$ cat src/design/msc_pkg.sv
// Constants, field layout and carrier types of the monitor status and
// conversion control register bank.
// Assumes a single 20 MHz clock and a synchronous active-high reset.
package msc_pkg;

  localparam int unsigned ADDR_W = 8;
  localparam int unsigned DATA_W = 16;

  // ==========================================================
  // Register offsets
  localparam logic [7:0] OFS_FAULT_STATUS = 8'h06;
  localparam logic [7:0] OFS_LEVEL_RB     = 8'h07;
  localparam logic [7:0] OFS_SIDE_RB      = 8'h08;
  localparam logic [7:0] OFS_STROBES      = 8'h09;

  // ==========================================================
  // Reset values
  localparam logic [15:0] RST_FAULT_STATUS = 16'h000f;
  localparam logic [15:0] RST_LEVEL_RB     = 16'h0000;
  localparam logic [15:0] RST_SIDE_RB      = 16'h0000;
  localparam logic [15:0] RST_STROBES      = 16'h0000;

  // ==========================================================
  // Fault status bit positions
  localparam int unsigned BIT_CHAN_A_HIGH = 3;
  localparam int unsigned BIT_CHAN_A_LOW  = 2;
  localparam int unsigned BIT_CHAN_B_HIGH = 1;
  localparam int unsigned BIT_CHAN_B_LOW  = 0;
  localparam logic [15:0] MASK_FAULT      = 16'h000f;

  // ==========================================================
  // Readback field positions (low bit of each pair)
  localparam int unsigned POS_PIN0   = 0;
  localparam int unsigned N_PINS     = 5;
  localparam int unsigned POS_SIDE_A = 8;
  localparam int unsigned POS_SIDE_B = 0;

  // ==========================================================
  // Conversion strobe bit positions
  localparam int unsigned BIT_PA_GO    = 14;
  localparam int unsigned BIT_PB_GO    = 12;
  localparam int unsigned BIT_PA_HALT  = 10;
  localparam int unsigned BIT_PB_HALT  = 8;
  localparam int unsigned BIT_MA_GO    = 6;
  localparam int unsigned BIT_MB_GO    = 4;
  localparam int unsigned BIT_MA_HALT  = 2;
  localparam int unsigned BIT_MB_HALT  = 0;

  // ==========================================================
  // Level codes
  typedef enum logic [1:0] {
    LVL_LOW       = 2'h0,
    LVL_WEAK_LOW  = 2'h1,
    LVL_WEAK_HIGH = 2'h2,
    LVL_HIGH      = 2'h3
  } msc_level_e;

  // Register access request from the serial command decoder
  typedef struct packed {
    logic              wr;
    logic              rd;
    logic [ADDR_W-1:0] addr;
    logic [DATA_W-1:0] wdata;
  } msc_req_s;

  // Trip events from the comparators, one-cycle pulses
  typedef struct packed {
    logic a_high;
    logic a_low;
    logic b_high;
    logic b_low;
  } msc_trip_s;

  // Strobes toward one converter
  typedef struct packed {
    logic go;
    logic halt;
  } msc_conv_cmd_s;

endpackage : msc_pkg

$ cat src/design/msc_conv_ctl.sv
// Start and stop control of one converter channel.
// Assumes the converter reports conversion end and its mode as levels.
`timescale 1ns/1ps
`default_nettype none
module msc_conv_ctl
  import msc_pkg::*;
(
  input  wire logic CLK_IN,
  input  wire logic SYS_RST_IN,
  input  wire logic go_wr_in,
  input  wire logic halt_wr_in,
  input  wire logic single_shot_in,
  input  wire logic conv_done_in,
  output logic      go_out,
  output logic      halt_out,
  output logic      halt_pending_out
);

  logic halt_ff;
  logic nxt_halt;
  logic go_ff;

  // Start wins; a stop in single shot is dropped
  assign nxt_halt = go_wr_in                         ? 1'b0 :
                    (halt_wr_in && !single_shot_in)  ? 1'b1 :
                    conv_done_in                     ? 1'b0 :
                    halt_ff;

  always_ff @(posedge CLK_IN) begin
    if (SYS_RST_IN) begin
      halt_ff <= 1'b0;
      go_ff   <= 1'b0;
    end else begin
      halt_ff <= nxt_halt;
      go_ff   <= go_wr_in;
    end
  end

  assign go_out           = go_ff;
  assign halt_out         = halt_ff && conv_done_in;
  assign halt_pending_out = halt_ff;

endmodule : msc_conv_ctl
`default_nettype wire

$ cat src/design/msc_regs.sv
// Register bank: overcurrent trip status, GPIO level readback and
// conversion start/stop strobes.
// Assumes the serial command decoder hands in one-cycle register
// accesses and samples read data one cycle after the request.
`timescale 1ns/1ps
`default_nettype none
module msc_regs
  import msc_pkg::*;
#(
  parameter int unsigned N_CONV = 4
) (
  input  wire logic                   CLK_IN,
  input  wire logic                   SYS_RST_IN,
  input  wire msc_req_s               REQ_IN,
  output logic [DATA_W-1:0]           RDATA_OUT,
  output logic                        RVALID_OUT,
  input  wire msc_trip_s              TRIP_IN,
  input  wire logic [2*N_PINS-1:0]    PIN_LEVEL_IN,
  input  wire logic [7:0]             SIDE_LEVEL_IN,
  input  wire logic [N_CONV-1:0]      SINGLE_SHOT_IN,
  input  wire logic [N_CONV-1:0]      CONV_DONE_IN,
  output msc_conv_cmd_s [N_CONV-1:0]  CONV_CMD_OUT,
  output logic [N_CONV-1:0]           HALT_PENDING_OUT,
  output logic [3:0]                  TRIP_FLAGS_OUT
);

  // ==========================================================
  // Address decode
  function automatic logic hit(input msc_req_s r, input logic [7:0] ofs);
    hit = (r.addr == ofs);
  endfunction : hit

  wire logic wr_fault   = REQ_IN.wr && hit(REQ_IN, OFS_FAULT_STATUS);
  wire logic wr_strobes = REQ_IN.wr && hit(REQ_IN, OFS_STROBES);

  // ==========================================================
  // Trip flags, active low; a new trip beats a clearing write
  logic [3:0] flags_ff;
  logic [3:0] nxt_flags;
  logic [3:0] trip_vec;
  logic [3:0] clr_vec;

  assign trip_vec = {TRIP_IN.a_high, TRIP_IN.a_low,
                     TRIP_IN.b_high, TRIP_IN.b_low};
  // Only bits 3:0 are writable
  assign clr_vec   = wr_fault ? REQ_IN.wdata[3:0] : 4'h0;
  assign nxt_flags = (flags_ff | clr_vec) & ~trip_vec;

  always_ff @(posedge CLK_IN) begin
    if (SYS_RST_IN) begin
      flags_ff <= RST_FAULT_STATUS[3:0];
    end else begin
      flags_ff <= nxt_flags;
    end
  end

  assign TRIP_FLAGS_OUT = flags_ff;

  // ==========================================================
  // Level readback; codes follow the pin regardless of direction
  logic [DATA_W-1:0] level_rb;
  logic [DATA_W-1:0] side_rb;

  assign level_rb = {6'h00, PIN_LEVEL_IN};
  assign side_rb  = {4'h0, SIDE_LEVEL_IN[7:4], 4'h0, SIDE_LEVEL_IN[3:0]};

  // ==========================================================
  // Conversion strobes: order precise A, precise B, mux A, mux B
  localparam int unsigned GO_BIT   [4] = '{BIT_PA_GO, BIT_PB_GO,
                                           BIT_MA_GO, BIT_MB_GO};
  localparam int unsigned HALT_BIT [4] = '{BIT_PA_HALT, BIT_PB_HALT,
                                           BIT_MA_HALT, BIT_MB_HALT};
  logic [N_CONV-1:0] halt_pend;
  logic [DATA_W-1:0] strobe_rb;

  genvar g;
  generate
    for (g = 0; g < N_CONV; g++) begin : g_conv
      msc_conv_ctl u_ctl (
        .CLK_IN           (CLK_IN),
        .SYS_RST_IN       (SYS_RST_IN),
        .go_wr_in         (wr_strobes && REQ_IN.wdata[GO_BIT[g]]),
        .halt_wr_in       (wr_strobes && REQ_IN.wdata[HALT_BIT[g]]),
        .single_shot_in   (SINGLE_SHOT_IN[g]),
        .conv_done_in     (CONV_DONE_IN[g]),
        .go_out           (CONV_CMD_OUT[g].go),
        .halt_out         (CONV_CMD_OUT[g].halt),
        .halt_pending_out (halt_pend[g])
      );
    end
  endgenerate

  assign HALT_PENDING_OUT = halt_pend;

  // Start bits read 0; stop bits show pending; odd bits 0
  always_comb begin
    strobe_rb = RST_STROBES;
    for (int i = 0; i < N_CONV; i++) begin
      strobe_rb[HALT_BIT[i]] = halt_pend[i];
    end
  end

  // ==========================================================
  // Read path, registered; unmapped offsets read zero
  logic [DATA_W-1:0] rdata_ff;
  logic [DATA_W-1:0] nxt_rdata;
  logic              rvalid_ff;

  assign nxt_rdata =
      hit(REQ_IN, OFS_FAULT_STATUS) ? {12'h000, flags_ff} :
      hit(REQ_IN, OFS_LEVEL_RB)     ? level_rb :
      hit(REQ_IN, OFS_SIDE_RB)      ? side_rb :
      hit(REQ_IN, OFS_STROBES)      ? strobe_rb :
                                      16'h0000;

  always_ff @(posedge CLK_IN) begin
    if (SYS_RST_IN) begin
      rdata_ff  <= 16'h0000;
      rvalid_ff <= 1'b0;
    end else begin
      rvalid_ff <= REQ_IN.rd;
      if (REQ_IN.rd) begin
        rdata_ff <= nxt_rdata;
      end
    end
  end

  assign RDATA_OUT  = rdata_ff;
  assign RVALID_OUT = rvalid_ff;

endmodule : msc_regs
`default_nettype wire

$ cat config.mk
export PLATFORM = sky130hd
export DESIGN_NAME = msc_regs
export DESIGN_NICKNAME = d
export VERILOG_FILES = /design/src/design/msc_pkg.sv /design/src/design/msc_conv_ctl.sv /design/src/design/msc_regs.sv
export SDC_FILE = /design/constraint.sdc
export NUM_CORES = 1
export LEC_CHECK = 0
export ABC_AREA = 1
export BUFFER_PORTS_ARGS = -buffer_cell sky130_fd_sc_hd__buf_2
export CAP_MARGIN = 10
export CORE_MARGIN = 4
export CORE_UTILIZATION = 39
export CTS_BUF_LIST = sky130_fd_sc_hd__clkbuf_2 sky130_fd_sc_hd__clkbuf_4 sky130_fd_sc_hd__clkbuf_8
export DETAILED_ROUTE_END_ITERATION = 8
export GPL_TIMING_DRIVEN = 0
export PLACE_DENSITY = 0.89
export SETUP_SLACK_MARGIN = 0.2
export SLEW_MARGIN = 0
export SYNTH_ARGS = -nofsm -noshare
export SYNTH_HDL_FRONTEND = slang
export SYNTH_SLANG_ARGS = --single-unit
$ cat constraint.sdc
create_clock -name CLK_IN -period 1 [get_ports CLK_IN]
set_clock_uncertainty 0.15 [all_clocks]
set_input_delay 0.1 -clock CLK_IN [delete_from_list [all_inputs] [get_ports CLK_IN]]
set_output_delay 0.1 -clock CLK_IN [all_outputs]
set_load 0.02 [all_outputs]
==> results of run 1 <==
-- final timing paths --
path	cells past startpoint	from	end	slack, ns
worst max-delay path	4	g_conv[1].u_ctl.halt_pending_out	CONV_CMD_OUT[2]	-0.28
worst max register to register	7	g_conv[2].u_ctl.halt_pending_out	RDATA_OUT[2]	-0.11
worst min-delay path	3	SIDE_LEVEL_IN[7]	RDATA_OUT[11]	-0.15
worst min register to register	2	RDATA_OUT[11]	RDATA_OUT[11]	0.33
-- cell families after synthesis --
kind of cell,Yosys count
AND/OR/NAND/NOR,106
other,1
flip-flops,25
buffers and inverters,45
AO/OA/AOI/OAI,26
-- through the flow --
stage | util [%] | std cells | area, um^2 | setup WS [ns]
floorplan | - | 206 | 1410 | -0.0568
global placement | 55.8 | 331 | 1860 | -0.268
detailed placement | 55.8 | 331 | 1860 | -0.309
CTS | 70.6 | 348 | 2350 | -0.251
global route | 76.5 | 356 | 2550 | -0.325
finish | 76.5 | 356 | 2550 | -0.276
-- what timing repair did --
| action | in CTS | in global routing |
|---|---|---|
| pin swaps | 34 | 23 |
| buffers inserted | 12 | 7 |
| endpoints found under the setup margin | 52 | 53 |
| gates resized for setup | 122 | 44 |
| hold endpoints to repair | 24 | 23 |
| hold buffers | 1 | 1 |
-- registers in the layout, indices dropped and copies added (netlist names) --
signal	cells
RDATA_OUT	12
TRIP_FLAGS_OUT	4
g_conv.u_ctl.go_out	4
g_conv.u_ctl.halt_pending_out	4
RVALID_OUT	1
-- worst min-delay path, cell delays in order --
cell     delay (ns)
buf_2          0.10
nand3_2        0.06
a21oi_1        0.05
-- layout make-up --
class / instances / area [um^2] / share of cell area (%)
clock buffer: 3 / 22.5 / 0.882
inverter: 24 / 105 / 4.12
timing repair buffer: 100 / 818 / 32.1
sequential: 25 / 536 / 21.0
clock inverter: 1 / 7.51 / 0.294
multi-input combinational: 136 / 810 / 31.7
buffer: 21 / 196 / 7.70
tap: 46 / 57.6 / 2.25
-- layer usage --
metal  part of all wire [%]  vias to the layer above  wire [um]  track usage (%)
met3                    7.4                        8        357             2.70
met4                    1.7                        0         80             5.84
met2                     55                       67       2630             35.6
met1                     36                      756       1750             22.2
li1                       -                      826          -                -
met5                      0                        -          0                0
-- Yosys cell counts (2+ instances only) --
| cell type | n | share of area [%] |
|---|---|---|
| nor2_4 | 3 | 2.5 |
| nand2_1 | 62 | 17 |
| inv_1 | 21 | 5.9 |
| a21oi_1 | 19 | 7.1 |
| buf_4 | 16 | 8.9 |
| o21ai_0 | 3 | 1.1 |
| nand2_2 | 2 | 0.93 |
| nand3_1 | 16 | 6.0 |
| nand3b_1 | 2 | 1.1 |
| o21bai_1 | 2 | 1.1 |
| clkbuf_1 | 3 | 0.84 |
| nor2_1 | 18 | 5.0 |
| dfxtp_1 | 25 | 37 |
| inv_2 | 2 | 0.56 |
-- power by group through the flow --
| stage | combinational [mW] | sequential [mW] | clock [mW] |
|---|---|---|---|
| 2_1_floorplan | 0.126 | 1.06 | 0 |
| 3_3_place_gp | 0.290 | 1.04 | 0 |
| 3_5_place_dp | 0.295 | 1.04 | 0 |
| 4_1_cts | 0.377 | 1.03 | 0.471 |
| 5_1_grt | 0.440 | 1.03 | 0.531 |
| 6_report | 0.405 | 1.03 | 0.476 |
==> summary.md, run 1 <==
| Metric | Value |
|---|---|
| Gr usage total | `19.1%` |
| Number of I/O pins | `91` |
| Final HPWL DP | `2.95 mm` |
| Setup total negative slack | `-3.60 ns` |
| First-pass GRT wire length | `between 6 and 7 mm` |
| Post-synthesis xor/xnor area fraction | `0%` |
| Via density | `approximately 4.7` |
| Asr flop ratio synth | `0%` |
| Rows | `21` |
| RSZ-0062 raised after global routing | `true` |
| Area grow syn2layout | `90.1%` |
| Initial antenna violation count | `0` |
| Cell internal pwr | `roughly 1.4 mW` |
| CTS Buffer Depth | `2` |
| Post-synth top flop | `dfxtp_1` |
| Die height | `roughly 67 um` |
| Reg power frac | `53.8%` |
| Clock sink total | `25` |
| Gate power share | `21.2%` |
| Final setup margin | `-0.276 ns` |
| Die area | `roughly 4400 um^2` |
| Die X | `between 60 and 70 um` |
| Core ar. | `between 3000 and 4000 um^2` |
| Lkg Pwr | `~1.3 nW` |
| Highest Clock Rate | `roughly 780 MHz` |
| Main combinational cell family by area after synthesis | `simple AND/OR/NAND/NOR gates` |
| Worst-path maximum fanout | `3` |
| Slowest CP cell | `dfxtp_2` |
| Wire per inst | `13.5 um` |
| Min Tclk post-route | `~1.3 ns` |
| Synth Area in Compound Gates | `between 10% and 20%` |
| CTS root buffer | `clkbuf_4` |
| TritonCTS Buffers | `3` |
| Worst VDD drop | `0.488 mV` |
| Largest net degree at the start of global routing | `16` |
| Crit. End Element | `output port` |
| Max-slew violation count | `0` |
| Most common cell after layout, fill and taps aside | `buf_6` |
| # fillers | `between 200 and 250` |
| Slowest stage delay, CP | `about 0.38 ns` |
| Failing checks | `negative hold slack, negative setup slack` |
| Post-synth cell types | `23` |
| Final net count | `369` |
| Initial DRC count | `97` |
| # diodes | `0` |
| Clock transition at path regs | `approximately 0.15 ns` |
| # setup viols final | `33` |
| Starting density of the core | `40.2%` |
| Number of global-route vias before repair | `about 1.5k` |
| Number of flops mapped to enable cells by yosys | `0` |
| Post-Syn Area per Cell | `~6.6 um^2` |
| Max cap viols | `0` |
| Htree depth | `1` |
| Commonest cells after routing, fill and taps aside | `buf_6 (51), nand2_1 (46), buf_2 (45), dfxtp_2 (22), buf_4 (18)` |
| Period utilisation layout | `128%` |
| I/O Buffers | `between 70 and 80` |
| Final ANT Viol Nets | `0` |
| Seq cells post-synth | `25` |
| Total chip power | `1.91 mW` |
| Startpoint types | `register` |
| Final worst hold slack | `-0.146 ns` |
| Clock Power Share | `25.0%` |
| CP required | `0.75 ns` |
| Yosys Warn Count | `0` |
| Sw Ratio | `about 28%` |
| Mux cell area share after synthesis | `0%` |
| Net Sw Power | `0.543 mW` |
| CTS tree | `built` |
| Worst-path cell chain | `nand2_1 > inv_1 > buf_6 > buf_6` |
| Mapped Cells | `around 200` |
| GR Overflow Total | `0` |
| Drt first pass iters | `6` |
| Endpoints failing hold | `23` |
| Ratio of cells with drive above 1 in the final layout | `roughly two thirds` |
| Post-Syn Area | `approximately 1300 um^2` |
| CP top delay family | `flip-flops` |
| Gpl congestion | `0.804` |
| Post-synthesis adder-cell area fraction | `0%` |
| Synth Area in Simple Gates | `34.3%` |
| Drt drc | `0` |
| Worst hold-check path type | `input pin to register` |
| Sequential area share after synthesis | `between 30 and 40%` |
| Crit path top cell by count | `buf_6` |
| CP Class | `register to output port` |
| Power per cell area | `about 750 nW/um^2` |
| WL final | `4.82 mm` |
| Buf/Inv on CP | `3` |
| Vias | `1657` |
| Insertion delay of the later-clocked pin in the worst-skew pair | `0.33 ns` |
| Outcome | `finished, violations left` |
| Worst EP arrival | `just over 1 ns` |
Power figures use the tool's default switching activity.
==> inputs of run 2 (changes only) <==
- ABC_AREA: 1 -> default
- CORE_UTILIZATION: 39 -> 37
- PLACE_DENSITY: 0.89 -> 0.87
==> summary.md, run 2 <==
| Metric | Value |
|---|---|
| Net Sw Power | `~0.53 mW` |
| CTS Buffer Depth | `2` |
| WL final | `between 4 and 5 mm` |
| Cell internal pwr | `around 1.4 mW` |
| Power per cell area | `around 780 nW/um^2` |
| Via density | `about 5.1` |
| Final net count | `roughly 320` |
| Period utilisation layout | `132%` |
| Drt first pass iters | `4` |
| RSZ-0062 raised after global routing | `true` |
| Initial antenna violation count | `0` |
| Critical path endpoint | `g_conv[3].u_ctl.halt_pending_out` |
| Mapped Cells | `around 140` |
| Endpoints failing hold | `20` |
| Number of global-route vias before repair | `1512` |
| Initial DRC count | `34` |
| Post-layout util | `slightly below 80%` |
| Max-slew violation count | `0` |
| Final worst hold slack | `-0.203 ns` |
| CTS tree | `built` |
| Synth top area share | `40.6%` |
| Vias | `1528` |
| Register area | `529 um^2` |
| First-pass GRT wire length | `about 6.7 mm` |
| Commonest cells after routing, fill and taps aside | `buf_2 (49), buf_6 (43), buf_4 (25), dfxtp_2 (23), nand2_1 (10)` |
| Post-Syn Area | `roughly 1200 um^2` |
| Final setup margin | `-0.317 ns` |
| CTS root buffer | `clkbuf_4` |
| Total chip power | `roughly 1.9 mW` |
| Gr usage total | `just over 20%` |
| # diodes | `0` |
| Min Tclk post-route | `1.32 ns` |
| Crit. End Element | `register` |
| Startpoint types | `input pin` |
| Clock sink total | `25` |
| Wire per inst | `16.1 um` |
| Placed Cells | `roughly 270` |
| Gate power share | `21.0%` |
| Lkg Pwr | `1.08 nW` |
| Largest register FFs | `12` |
| Starting density of the core | `between 30 and 40%` |
| Number of I/O pins | `91` |
| Insertion delay of the later-clocked pin in the worst-skew pair | `approximately 0.33 ns` |
| Highest Clock Rate | `approximately 760 MHz` |
| Seq cells post-synth | `25` |
| Worst VDD drop | `between 0.7 and 0.8 mV` |
| Fin cells | `300` |
| Yosys Warn Count | `0` |
| CP Class | `input pin to register` |
| Rows | `20` |
| Area grow syn2layout | `96.9%` |
| Top cells by area, synth | `dfxtp_1 (41%), buf_4 (9.7%), and2_1 (4.6%)` |
| Post-synth top area cell | `dfxtp_1` |
| Failing checks | `negative hold slack, negative setup slack` |
| Synth top cells by count | `dfxtp_1 (25), buf_4 (16), nand2_1 (10), and2_1 (9)` |
| R2R Path Start | `g_conv[0].u_ctl.halt_pending_out` |
| TritonCTS Buffers | `3` |
| R2R setup slack | `-0.21 ns` |
| Clock Power Share | `about a quarter` |
| Most common cell after layout, fill and taps aside | `buf_2` |
| Die X | `around 66 um` |
| Sequential area share after synthesis | `about 41%` |
| Die height | `between 60 and 70 um` |
| Post-Syn Area per Cell | `a little under 9 um^2` |
| Outcome | `finished, violations left` |
| Reg power frac | `a little over half` |
| Count leader, synth | `dfxtp_1` |
| Worst EP arrival | `~1.4 ns` |
| Setup total negative slack | `-8.82 ns` |
| Die area | `around 4300 um^2` |
| Post-synth top flop | `dfxtp_1` |
| Gpl congestion | `0.827` |
| Max cap viols | `0` |
| Drt drc | `0` |
| Asr flop ratio synth | `0%` |
| Worst Setup SP | `REQ_IN[20]` |
| Sw Ratio | `between 20 and 30%` |
| # setup viols final | `between 40 and 50` |
| Hold buffer count at CTS | `6` |
| Post-synth cell types | `34` |
| Beginning of the worst hold path | `REQ_IN[12]` |
| Worst-path maximum fanout | `7` |
| R2R depth | `5` |
| Hold depth | `2` |
| Ratio of cells with drive above 1 in the final layout | `68.4%` |
| Core ar. | `between 3000 and 4000 um^2` |
| Multi-input logic area | `738 um^2` |
| CP required | `1.09 ns` |
| Reg2reg end | `RDATA_OUT[10]` |
| # fillers | `213` |
| Final HPWL DP | `between 3 and 4 mm` |
| Htree depth | `1` |
| Final ANT Viol Nets | `0` |
| Largest net degree at the start of global routing | `16` |
| I/O Buffers | `80` |
| GR Overflow Total | `0` |
| Number of flops mapped to enable cells by yosys | `0` |
| Worst hold-check path type | `input pin to register` |
| Clock transition at path regs | `0.13 ns` |
## run 2: cells by family after synthesis
logic type	share of synthesized area, %
AO/OA/AOI/OAI	20.8
AND/OR/NAND/NOR	25.9
multiplexers	0.913
other	0.304
flip-flops	40.6
buffers and inverters	11.6
## run 2: worst min-delay path by stage
stage | end
floorplan | TRIP_FLAGS_OUT[0]
global placement | TRIP_FLAGS_OUT[3]
detailed placement | TRIP_FLAGS_OUT[3]
CTS | g_conv[0].u_ctl.halt_pending_out
global route | g_conv[0].u_ctl.halt_pending_out
finish | g_conv[1].u_ctl.halt_pending_out
## run 2: critical path: stages
cell and delay (ns):
buf_8 0.09, or4_4 0.59, nor3_4 0.17, buf_12 0.14, nand3b_1 0.09, a221oi_2 0.22
## run 2: what timing repair did
action                                  4_1_cts  5_1_grt
pin swaps                                    23       21
gates resized for setup                      97       29
endpoints found under the setup margin       53       54
hold endpoints to repair                     23       19
buffers inserted                             14       10
## run 2: cell type report
class                   instances  area share [%]
plain buffers                  21            8.04
clock buffers                   3           0.927
clock inverters                 1           0.309
inverters                       1           0.309
multi-input cells              95            30.4
flip-flops and latches         25            21.8
well taps                      44            2.27
repair buffers                110            36.0
## run 2: power by group through the flow
stage,clock network [mW],registers (mW),logic [mW]
after detailed placement,0,1.04,0.297
after global routing,0.527,1.03,0.425
after CTS,0.482,1.02,0.377
final,0.473,1.02,0.399
after floorplan,0,1.06,0.121
after global placement,0,1.04,0.291
## run 2: routing by layer
layer  track usage [%]  routed length [um]  up-vias
li1                  -                   -      730
met1              21.1                1750      710
met2              40.2                2610       82
met3              4.27                 419        6
met4              6.22                  40        0
met5                 0                   0        -
## run 2: through the flow
step	setup slack [ns]	cell area, um^2
after floorplan	-0.452	1290
after global placement	-0.748	1750
after detailed placement	-0.789	1750
after CTS	-0.360	2260
after global routing	-0.355	2430
final	-0.317	2430
